--- src/adc_serial_pkg.sv ---
package adc_serial_pkg;

    // Clock of the digital core
    localparam int unsigned CLOCK_PERIOD_NS      = 8;

    // Serial frame length in bits
    localparam int unsigned WORD_WIDTH           = 24;

    // Least data-ready high time, in internal master clock periods
    localparam int unsigned HIGH_TIME_BASE       = 280;
    localparam int unsigned HIGH_CNT_WIDTH       = 9;

    // Accepted master clock range in kHz, clock doubling off
    localparam int unsigned MCLK_MIN_KHZ         = 400;
    localparam int unsigned MCLK_MAX_KHZ         = 2500;
    // Accepted master clock range in kHz, clock doubling on
    localparam int unsigned MCLK_MIN_KHZ_DOUBLE  = 800;
    localparam int unsigned MCLK_MAX_KHZ_DOUBLE  = 5000;

    // Shortest period rounds up, longest period rounds down
    localparam int unsigned PERIOD_MIN_CYC =
        (1000000 / MCLK_MAX_KHZ + CLOCK_PERIOD_NS - 1) / CLOCK_PERIOD_NS;
    localparam int unsigned PERIOD_MAX_CYC =
        (1000000 / MCLK_MIN_KHZ) / CLOCK_PERIOD_NS;
    localparam int unsigned PERIOD_MIN_CYC_DOUBLE =
        (1000000 / MCLK_MAX_KHZ_DOUBLE + CLOCK_PERIOD_NS - 1) / CLOCK_PERIOD_NS;
    localparam int unsigned PERIOD_MAX_CYC_DOUBLE =
        (1000000 / MCLK_MIN_KHZ_DOUBLE) / CLOCK_PERIOD_NS;
    localparam int unsigned PERIOD_CNT_WIDTH     = 12;

    // Reset value of the serial data output
    localparam logic        DOUT_RESET           = 1'h0;

    // Serial pins coming from the host
    typedef struct packed {
        logic cs_n;
        logic sclk;
        logic din;
    } serial_pins_t;

    // Clocking and modulator rate controls
    typedef struct packed {
        logic clock_double_select;
        logic modulator_rate_hi;
        logic modulator_rate_lo;
    } rate_cfg_t;

    // Frame states, Gray coded along idle, shift, done
    typedef enum logic [1:0] {
        FRAME_IDLE  = 2'h0,
        FRAME_SHIFT = 2'h1,
        FRAME_DONE  = 2'h3
    } frame_state_t;

endpackage : adc_serial_pkg

--- src/adc_serial_port_handshake.sv ---
`timescale 1ns/1ps
`default_nettype none

module adc_serial_port_handshake #(
    parameter int unsigned WIDTH = adc_serial_pkg::WORD_WIDTH
) (
    input  wire logic                        clock,
    input  wire logic                        rst_n,
    input  wire adc_serial_pkg::serial_pins_t host_pins,          // Chip select, serial clock, data in
    input  wire logic                        sclk_idle_low,      // Host idles serial clock low
    input  wire logic                        master_clock_input, // Sampled master clock pin
    input  wire adc_serial_pkg::rate_cfg_t   rate_cfg,           // Doubling and rate bits
    input  wire logic                        result_load,        // New conversion result strobe
    input  wire logic [WIDTH-1:0]            result_data,        // New conversion result
    output logic                             dout,               // Serial data out
    output logic                             dout_oe,            // Drive enable for dout
    output logic                             data_ready_n,       // Result waiting, active low
    output logic [WIDTH-1:0]                 rx_word,            // Word written by the host
    output logic                             rx_valid,           // One-cycle strobe for rx_word
    output logic                             clock_range_fault   // Master clock out of range
);

    ////////////////////////////////////////////////////////////////////////////////
    // Helpers

    // Least high time in internal ticks for the selected modulator rate
    function automatic logic [adc_serial_pkg::HIGH_CNT_WIDTH-1:0] high_time_ticks(
        input logic hi,
        input logic lo
    );
        logic [1:0] shift;
        // Exponent of N is twice the high bit plus the low bit
        shift = {hi, lo};
        return adc_serial_pkg::HIGH_CNT_WIDTH'(adc_serial_pkg::HIGH_TIME_BASE >> shift);
    endfunction : high_time_ticks

    ////////////////////////////////////////////////////////////////////////////////
    // Master clock: edge detect, divider, range check, start-up

    logic                                        mclk_q;        // Last sample of master clock
    logic                                        master_div;    // Divide-by-two phase
    logic                                        started;       // First master edge seen
    logic [adc_serial_pkg::PERIOD_CNT_WIDTH-1:0] period_cnt;    // Core cycles since master edge
    logic                                        next_master_div;
    logic                                        next_started;
    logic [adc_serial_pkg::PERIOD_CNT_WIDTH-1:0] next_period_cnt;
    logic                                        next_fault;
    logic                                        master_edge;   // Rising master clock edge
    logic                                        tick;          // Internal master clock tick

    // Doubling halves the pin rate so the timing of everything else holds
    always_comb begin
        logic [adc_serial_pkg::PERIOD_CNT_WIDTH-1:0] pmin;
        logic [adc_serial_pkg::PERIOD_CNT_WIDTH-1:0] pmax;
        pmin            = rate_cfg.clock_double_select
                        ? adc_serial_pkg::PERIOD_CNT_WIDTH'(adc_serial_pkg::PERIOD_MIN_CYC_DOUBLE)
                        : adc_serial_pkg::PERIOD_CNT_WIDTH'(adc_serial_pkg::PERIOD_MIN_CYC);
        pmax            = rate_cfg.clock_double_select
                        ? adc_serial_pkg::PERIOD_CNT_WIDTH'(adc_serial_pkg::PERIOD_MAX_CYC_DOUBLE)
                        : adc_serial_pkg::PERIOD_CNT_WIDTH'(adc_serial_pkg::PERIOD_MAX_CYC);
        master_edge     = master_clock_input && !mclk_q;
        next_master_div = master_div;
        next_started    = started || master_edge;
        next_fault      = clock_range_fault;
        next_period_cnt = period_cnt;
        tick            = 1'h0;
        if (master_edge) begin
            // Only every other pin edge counts when doubling is on
            next_master_div = rate_cfg.clock_double_select ? !master_div : 1'h0;
            tick            = !rate_cfg.clock_double_select || master_div;
            next_period_cnt = '0;
            // A stopped clock in standby is legal, so only judge on edges
            if (started) begin
                next_fault = (period_cnt < pmin) || (period_cnt > pmax);
            end
        end else if (period_cnt != '1) begin
            next_period_cnt = period_cnt + 1'h1;
        end
    end

    // Master clock registers
    always_ff @(posedge clock or negedge rst_n) begin
        if (!rst_n) begin
            // Starts high so a pin already high at release is not a false edge
            mclk_q            <= 1'h1;
            master_div        <= 1'h0;
            started           <= 1'h0;
            period_cnt        <= '0;
            clock_range_fault <= 1'h0;
        end else begin
            mclk_q            <= master_clock_input;
            master_div        <= next_master_div;
            started           <= next_started;
            period_cnt        <= next_period_cnt;
            clock_range_fault <= next_fault;
        end
    end

    ////////////////////////////////////////////////////////////////////////////////
    // Serial frame: launch on falling, sample on rising

    adc_serial_pkg::frame_state_t state;          // Frame state
    adc_serial_pkg::frame_state_t next_state;
    logic                         sclk_q;         // Last sample of serial clock
    logic [WIDTH-1:0]             tx_shift;       // Outgoing bits, MSB first
    logic [WIDTH-1:0]             rx_shift;       // Incoming bits
    logic [$clog2(WIDTH)-1:0]     bit_cnt;        // Bits sampled in this word
    logic [WIDTH-1:0]             next_tx_shift;
    logic [WIDTH-1:0]             next_rx_shift;
    logic [$clog2(WIDTH)-1:0]     next_bit_cnt;
    logic                         next_dout;
    logic                         next_dout_oe;
    logic [WIDTH-1:0]             next_rx_word;
    logic                         next_rx_valid;
    logic                         launch_edge;    // Active falling edge
    logic                         sample_edge;    // Active rising edge
    logic                         read_done;      // Last bit of a word sampled
    logic [WIDTH-1:0]             out_data;       // Output data register

    // Low idle simply inverts the clock, which swaps the edge roles
    always_comb begin
        logic sclk_now;
        logic sclk_was;
        sclk_now      = host_pins.sclk ^ sclk_idle_low;
        sclk_was      = sclk_q ^ sclk_idle_low;
        launch_edge   = started && !host_pins.cs_n && sclk_was && !sclk_now;
        sample_edge   = started && !host_pins.cs_n && !sclk_was && sclk_now;
        read_done     = 1'h0;
        next_state    = state;
        next_tx_shift = tx_shift;
        next_rx_shift = rx_shift;
        next_bit_cnt  = bit_cnt;
        next_dout     = dout;
        next_dout_oe  = dout_oe;
        next_rx_word  = rx_word;
        next_rx_valid = 1'h0;
        if (!started || host_pins.cs_n) begin
            // Deselected: let go of the shared line
            next_state   = adc_serial_pkg::FRAME_IDLE;
            next_dout_oe = 1'h0;
        end else begin
            case (state)
                adc_serial_pkg::FRAME_IDLE: begin
                    next_state    = adc_serial_pkg::FRAME_SHIFT;
                    next_tx_shift = out_data;
                    next_bit_cnt  = '0;
                end
                adc_serial_pkg::FRAME_SHIFT: begin
                    if (launch_edge) begin
                        next_dout     = tx_shift[WIDTH-1];
                        next_dout_oe  = 1'h1;
                        next_tx_shift = tx_shift << 1;
                    end
                    if (sample_edge) begin
                        next_rx_shift = {rx_shift[WIDTH-2:0], host_pins.din};
                        next_bit_cnt  = bit_cnt + 1'h1;
                        if (bit_cnt == ($clog2(WIDTH))'(WIDTH - 1)) begin
                            read_done     = 1'h1;
                            next_dout_oe  = 1'h0;
                            next_rx_word  = {rx_shift[WIDTH-2:0], host_pins.din};
                            next_rx_valid = 1'h1;
                            next_state    = adc_serial_pkg::FRAME_DONE;
                        end
                    end
                end
                adc_serial_pkg::FRAME_DONE: begin
                    // Tied-low chip select: next falling edge starts a new word
                    if (launch_edge) begin
                        next_dout     = out_data[WIDTH-1];
                        next_dout_oe  = 1'h1;
                        next_tx_shift = out_data << 1;
                        next_bit_cnt  = '0;
                        next_state    = adc_serial_pkg::FRAME_SHIFT;
                    end
                end
                default: begin
                    next_state = adc_serial_pkg::FRAME_IDLE;
                end
            endcase
        end
    end

    // Serial frame registers
    always_ff @(posedge clock or negedge rst_n) begin
        if (!rst_n) begin
            state    <= adc_serial_pkg::FRAME_IDLE;
            sclk_q   <= 1'h1;
            tx_shift <= '0;
            rx_shift <= '0;
            bit_cnt  <= '0;
            dout     <= adc_serial_pkg::DOUT_RESET;
            dout_oe  <= 1'h0;
            rx_word  <= '0;
            rx_valid <= 1'h0;
        end else begin
            state    <= next_state;
            sclk_q   <= host_pins.sclk;
            tx_shift <= next_tx_shift;
            rx_shift <= next_rx_shift;
            bit_cnt  <= next_bit_cnt;
            dout     <= next_dout;
            dout_oe  <= next_dout_oe;
            rx_word  <= next_rx_word;
            rx_valid <= next_rx_valid;
        end
    end

    ////////////////////////////////////////////////////////////////////////////////
    // Data-ready handshake and output data register

    logic                                      pending;      // Result waiting to be loaded
    logic [WIDTH-1:0]                          pend_data;    // The waiting result
    logic [adc_serial_pkg::HIGH_CNT_WIDTH-1:0] high_cnt;     // Ticks spent with ready high
    logic                                      next_pending;
    logic [WIDTH-1:0]                          next_pend_data;
    logic [WIDTH-1:0]                          next_out_data;
    logic                                      next_ready_n;
    logic [adc_serial_pkg::HIGH_CNT_WIDTH-1:0] next_high_cnt;
    logic                                      high_time_met;

    // Never swap the output word mid-word, so a reread stays coherent
    always_comb begin
        // One tick more than the minimum, since the first tick may land right after the rise
        high_time_met  = high_cnt > high_time_ticks(rate_cfg.modulator_rate_hi,
                                                     rate_cfg.modulator_rate_lo);
        next_pending   = pending;
        next_pend_data = pend_data;
        next_out_data  = out_data;
        next_ready_n   = data_ready_n;
        next_high_cnt  = high_cnt;
        if (data_ready_n && tick && high_cnt != '1) begin
            next_high_cnt = high_cnt + 1'h1;
        end
        if (!data_ready_n && read_done) begin
            next_ready_n  = 1'h1;
            next_high_cnt = '0;
        end else if (pending && state != adc_serial_pkg::FRAME_SHIFT) begin
            if (!data_ready_n) begin
                // Unread result about to be replaced: open the high gap first
                next_ready_n  = 1'h1;
                next_high_cnt = '0;
            end else if (high_time_met) begin
                next_out_data = pend_data;
                next_ready_n  = 1'h0;
                next_pending  = 1'h0;
                next_high_cnt = '0;
            end
        end
        // A new result arriving as the old one is taken is kept
        if (result_load && started) begin
            next_pending   = 1'h1;
            next_pend_data = result_data;
        end
    end

    // Handshake registers
    always_ff @(posedge clock or negedge rst_n) begin
        if (!rst_n) begin
            pending      <= 1'h0;
            pend_data    <= '0;
            out_data     <= '0;
            data_ready_n <= 1'h1;
            high_cnt     <= '0;
        end else begin
            pending      <= next_pending;
            pend_data    <= next_pend_data;
            out_data     <= next_out_data;
            data_ready_n <= next_ready_n;
            high_cnt     <= next_high_cnt;
        end
    end
endmodule : adc_serial_port_handshake

`default_nettype wire

--- config.mk ---
export PLATFORM = sky130hd
export DESIGN_NAME = adc_serial_port_handshake
export DESIGN_NICKNAME = d
export VERILOG_FILES = /design/src/adc_serial_pkg.sv /design/src/adc_serial_port_handshake.sv
export SDC_FILE = /design/constraint.sdc
export NUM_CORES = 1
export LEC_CHECK = 0
export BUFFER_PORTS_ARGS = -buffer_cell sky130_fd_sc_hd__buf_2
export CAP_MARGIN = 5
export CELL_PAD_IN_SITES_DETAIL_PLACEMENT = 1
export CELL_PAD_IN_SITES_GLOBAL_PLACEMENT = 2
export CORE_ASPECT_RATIO = 0.9
export CORE_UTILIZATION = 40
export CTS_BUF_LIST = sky130_fd_sc_hd__clkbuf_2
export DETAILED_ROUTE_END_ITERATION = 6
export PLACE_DENSITY = 0.83
export SETUP_SLACK_MARGIN = 0.1
export SLEW_MARGIN = 20
export SYNTH_ARGS = -nofsm -noshare
export SYNTH_HDL_FRONTEND = slang
export SYNTH_SLANG_ARGS = --single-unit
--- constraint.sdc ---
create_clock -name clock -period 2.8 [get_ports clock]
set_input_delay 0.56 -clock clock [delete_from_list [all_inputs] [get_ports clock]]
set_output_delay 0.56 -clock clock [all_outputs]
set_load 0.1 [all_outputs]
-- Word level (Yosys, flattened, before mapping)
Cells that the tools add are included.
- bits of input ports: 35
- bits in read-only memories: 0
- register bits after elaboration: 157
- word-level logic and storage cells: 127
- bits in writable memories: 0
- output and inout port bits: 29
- memories kept: 0
- latch bits: 0
- div/mod/pow operators: 0
- bitwise gates (word level): 4
- order comparisons: 3
- shift-type cells: 1
- eq/ne operators: 13
- $mul: 0
- add/subtract/negate cells: 3
- multiplexer cells: 43
- reductions and logical operators: 41
- operator list (kind ; count):
    $pmux W24 S3 ; 1
    $mux W9 ; 6
    $mux W24 ; 2
    $mux W12 ; 2
    $reduce_and A4 Y1 ; 6
    $mux W1 ; 21
    $pmux W5 S3 ; 1
    $add A12 B1 Y12 const B ; 1
    $gt A12 B9 Y1 ; 1
    $lt A12 B6 Y1 ; 1
    $ne A12 B12 Y1 const B ; 1
    $reduce_bool A2 Y1 ; 6
    $logic_and A1 B1 Y1 ; 11
    $mux W5 ; 2
    $add A9 B1 Y9 const B ; 1
    $gt A9 B9 Y1 ; 1
    $ne A3 B3 Y1 const B ; 3
    $ne A9 B9 Y1 const B ; 1
    $shr A9 B2 Y9 const A ; 1
    $logic_not A1 Y1 ; 8
    $mux W2 ; 4
    $mux W6 ; 1
    $ne A2 B2 Y1 const B ; 3
    $pmux W2 S3 ; 1
    other kinds (13) ; 22

-- Longest topological paths before layout
- word-level depth: 10
- gate-level depth with buffers: 11
- gate-level depth less buffers: 9

-- Worst setup path after synthesis
Ideal clock, no wire load.
- kind: input -> register
- start: in rate_cfg[1] (netlist name)
- end: reg out_data[10]
- slack: 218 ps
- data required time: 2675 ps
- buffers on the path: 2
- arrival: 2457 ps
- library setup time: 125 ps
- cell stages on the path: 11
- cells stage by stage: inv_1 > ha_1 > inv_1 > ha_1 > a21oi_1 > o21ai_0 > a221o_1 > and3_1 > buf_2 > buf_2 > mux2_2
- longest elaborated chain between the ends: 3
- RTL lines (what ; RTL line ; text):
    from (decl) ; adc_serial_port_handshake.sv:12 ; input wire adc_serial_pkg::rate_cfg_t rate_cfg,
    $shr A9 B2 Y9 ; adc_serial_port_handshake.sv:34 ; return adc_serial_pkg::HIGH_CNT_WIDTH'(adc_serial_pkg::HIGH_TIME_BASE >> shift);
    $gt A9 B9 Y1 ; adc_serial_port_handshake.sv:224 ; high_time_met = high_cnt > high_time_ticks(rate_cfg.modulator_rate_hi,
    $reduce_and A4 Y1 (no source line) ; n/a ;
    to (signal assigned) ; adc_serial_port_handshake.sv:267 ; out_data <= next_out_data;
    to (decl) ; adc_serial_port_handshake.sv:118 ; logic [WIDTH-1:0] out_data;
No other way between the ends.
A chain may end at the register's enable or synchronous reset.

-- Final worst setup path
- start: reg data_ready_n
- end: out data_ready_n
- RTL lines (what ; RTL line ; text):
    from (decl) ; adc_serial_port_handshake.sv:17 ; output logic data_ready_n,
    from (signal assigned) ; adc_serial_port_handshake.sv:268 ; data_ready_n <= next_ready_n;
No word-level cell between the ends.

==> impl_summary.md <==
Pwr
Of the total power, combinational logic draws 0.188. Power spread over the standard cell area amounts to 663 nW/µm². The switching power is 1660 µW. Of the total power, the share spent switching nets is 0.302. The proportion of power drawn by flip-flops and latches is 0.543. The post-route total power is 5500 µW. Internal power comes to 3840 µW.

The share of total power dissipated in the clock network is 0.269. IR analysis of the VDD net gives a maximum drop of 0.000524 V. For this design the static power due to leakage is 0.00405 µW.

Placed design
Port buffering added 63 buffers. The global placer's final weighted congestion is 0.803. The post-place instance area is 7750 µm². The wire-length estimate of the detail-placed layout is 10,900 µm.

Synthesis
The post-synthesis register bit count is 157. The proportion of synthesized chip area in sequential cells is 0.551. The post-synthesis cell type count is 49. The number of nets in the synthesized netlist is 761. The Yosys step of the flow raised 0 warnings.

Of all flip-flops after synthesis, the portion carrying an async set or reset was 1.00. Yosys mapped a number of flops with a built-in enable equal to 0. The summed instance area of the synthesized netlist is 7140 µm². The number of instances in the synthesized netlist is 702.

The synthesized area per cell is 10.2 µm². The most used flip-flop cell after synthesis is sky130_fd_sc_hd__dfrtp_1.

Critical path
The element type at the critical path start is a flop. The slowest cell on the critical path is sky130_fd_sc_hd__dfstp_2. At the worst endpoint, the required time is 2240 ps. The signal on the critical path passes through buf_2. The number of buffers and inverters on the critical path is 1. Data arrives at the worst endpoint at 1820 ps. In this run the worst path has a maximum fanout of 6. The worst setup path category is flop to primary output.

On the worst path, the slowest cell contributes a delay of 670 ps. The worst setup path is captured at a primary output. The kind of cell with the highest combined delay on the critical path is flip-flops.

Timing
The final count of negative-setup-slack endpoints is 0. Of the available clock period, the critical path in the final layout requires 0.851. Setup repair after global routing left no endpoint under its margin. The aggregate negative setup slack is 0 ps. The slew at the pin closest to its max-slew limit is 503 ps. The final hold violation count is 0. The clock tree skew after final layout is 33.2 ps. The worst slew margin relative to its limit is 0.662. The worst path in the final design needs a cycle of 2380 ps, including I/O delays and setup.

The peak clock frequency supported by timing is 420 MHz. The number of pins with negative max-slew slack in the final report is 0. The tightest hold path in the finished design has a slack of 87.7 ps.

Floorplanning
The die is 129 µm tall. The overall die area is 18,400 µm². The die is 143 µm wide.

The placeable core region is 17,200 µm². The initial utilization of the core area, before any placement, comes to 0.416. After floorplanning, the core was divided into 45 placement rows. 64 I/O pins were placed.

Cells and area
The most common library cell in the layout ignoring fill and taps is sky130_fd_sc_hd__nand2_1. The layout filler cell count is 1,934. The summed area of non-filler cells in the final layout is 8300 µm².

Leaving out fill and tap cells, the most frequent cells in the layout are 185 x sky130_fd_sc_hd__nand2_1, 154 x sky130_fd_sc_hd__dfrtp_1, 62 x sky130_fd_sc_hd__buf_2. The total number of nets in the final design is 851. Once layout is complete, the utilization of the core stands at 0.483. Of the cells placed in the final design, the portion with a size suffix greater than 1 is 0.197. The area growth from synthesis to layout is 16.3%.

Detailed routing
The first routing iteration left 217 violations. After detailed routing, the total wire length is 16,100 µm. Once detail routing completed, the nets flagged for antenna violations numbered 0. Detailed routing inserted a total of 5,251 vias. The number of optimization iterations in the first detailed-route pass is 4. The via density per instance is 5.05.

The average detailed-routed wire length per instance is 15.5 µm. In the routed design, unresolved DRC markers number 0.

Clock tree
Counting along the longest clock path gives a buffer depth of 2. The source-to-sink clock delay at the later pin of the worst-skew pair is 730 ps. The TritonCTS clock tree is built. The clock slew seen by the registers of the worst setup and hold paths is 190 ps. The H-tree depth is 4. In this run, post-CTS repair resized a total of 0 instances. The clock sink total is 157.

The CTS buffer count is 17. The cell sitting at the root of the clock tree is a sky130_fd_sc_hd__clkbuf_2.

Min path
The path class of the tightest hold or removal check is input pin to flop.

Global routing
The largest net degree at the start of global routing is 48. The initial antenna violation count is 1. For this run, the total global-route usage over all layers was measured as 0.191. The total congestion overflow is 0. The first-pass GRT wire length is 27,100 µm. The number of global-route vias before repair is 5,441.

Run
Max-cap violations in this run came to 0.

Outcome
The run finished with clean final reports.
-- stage by stage --
step | std cells | setup WS, ps
after floorplan | 702 | 218
after global placement | 982 | 85.5
after detailed placement | 982 | 4.47
after CTS | 1039 | 355
after global routing | 1040 | 281
final | 1040 | 416
-- metal layers --
| metal | global-route usage | part of all wire | vias up | wire length, µm |
|---|---|---|---|---|
| li1 | - | - | 2542 | - |
| met1 | 0.244 | 0.47 | 2637 | 7630 |
| met2 | 0.326 | 0.49 | 60 | 7930 |
| met3 | 0.0439 | 0.024 | 12 | 385 |
| met4 | 0.0525 | 0.0097 | 0 | 157 |
| met5 | 0 | 0 | - | 0 |
-- kinds of logic after synthesis --
logic type | after synthesis | synth area share
AND/OR/NAND/NOR | 282 | 0.165
multiplexers | 73 | 0.111
buffers and inverters | 49 | 0.0298
adder cells (fa/ha/maj) | 24 | 0.0421
AO/OA/AOI/OAI | 101 | 0.0812
XOR/XNOR | 16 | 0.0196
flip-flops | 157 | 0.551
-- final timing paths --
check                                              start                         to  slack (ps)  cells after the start
worst min register to register    rx_word[8]$_DFFE_PN0P_     rx_word[8]$_DFFE_PN0P_         500                      2
max in group asynchronous                          rst_n           mclk_q$_DFF_PN1_        1710                      3
worst max register to register     high_cnt[6]$_DFF_PN0_   out_data[15]$_DFFE_PN0P_         490                      7
worst max-delay path            data_ready_n$_DFFE_PN1P_               data_ready_n         420                      1
worst min-delay path                      result_data[3]   pend_data[3]$_DFFE_PN0P_          90                      2
min in group asynchronous                          rst_n  period_cnt[4]$_DFFE_PN0P_         310                      2
-- what timing repair did --
action / 4_1_cts / 5_1_grt
buffers inserted: 0 / 0
endpoints found under the setup margin: 0 / 0
endpoints found under the hold margin: 68 / 0
hold buffers: 26 / 0
-- flip-flops by register name, indices dropped and copies added, names as in the netlist --
register and count:
rx_shift 23, started 1, dout_oe 1, pending 1
sclk_q 1, tx_shift 24, master_div 1, state 2
dout 1, clock_range_fault 1, period_cnt 12, high_cnt 9
mclk_q 1, rx_word 24, pend_data 24, rx_valid 1
out_data 24, bit_cnt 5, data_ready_n 1
-- power by group through the flow --
| stage | registers, µW | clock network (µW) | logic, µW |
|---|---|---|---|
| after detailed placement | 3030 | 0 | 1020 |
| after floorplan | 3000 | 0 | 689 |
| final | 2990 | 1480 | 1040 |
| after global placement | 3010 | 0 | 954 |
| after global routing | 3050 | 1620 | 1180 |
| after CTS | 2990 | 1540 | 1060 |
-- cells in the mapped netlist (5+ instances only) --
cell / number / area share
sky130_fd_sc_hd__nand2_1: 185 / 0.097
sky130_fd_sc_hd__dfrtp_1: 154 / 0.54
sky130_fd_sc_hd__nor2_1: 51 / 0.027
sky130_fd_sc_hd__mux2_2: 49 / 0.077
sky130_fd_sc_hd__o21ai_0: 40 / 0.028
sky130_fd_sc_hd__a21oi_1: 39 / 0.027
sky130_fd_sc_hd__ha_1: 24 / 0.042
sky130_fd_sc_hd__mux2i_1: 24 / 0.034
sky130_fd_sc_hd__inv_1: 18 / 0.0095
sky130_fd_sc_hd__clkbuf_1: 17 / 0.0089
sky130_fd_sc_hd__xor2_1: 9 / 0.011
sky130_fd_sc_hd__buf_2: 8 / 0.0056
sky130_fd_sc_hd__nand2b_1: 8 / 0.0070
sky130_fd_sc_hd__xnor2_1: 7 / 0.0086
sky130_fd_sc_hd__and3_1: 6 / 0.0053
sky130_fd_sc_hd__nand3_1: 6 / 0.0042
sky130_fd_sc_hd__nand4_1: 6 / 0.0053
sky130_fd_sc_hd__nor3_1: 5 / 0.0035
-- final cells by class --
type | count | area [µm²] | share of cell area
clock inverters | 12 | 194 | 0.0234
clock buffers | 19 | 95.1 | 0.0115
multi-input cells | 496 | 2990 | 0.360
repair buffers | 101 | 722 | 0.0870
diodes | 1 | 2.50 | 0.000301
inverters | 19 | 71.3 | 0.00859
flip-flops and latches | 157 | 3930 | 0.474
well taps | 235 | 294 | 0.0354
Power figures use the tool's default switching activity.
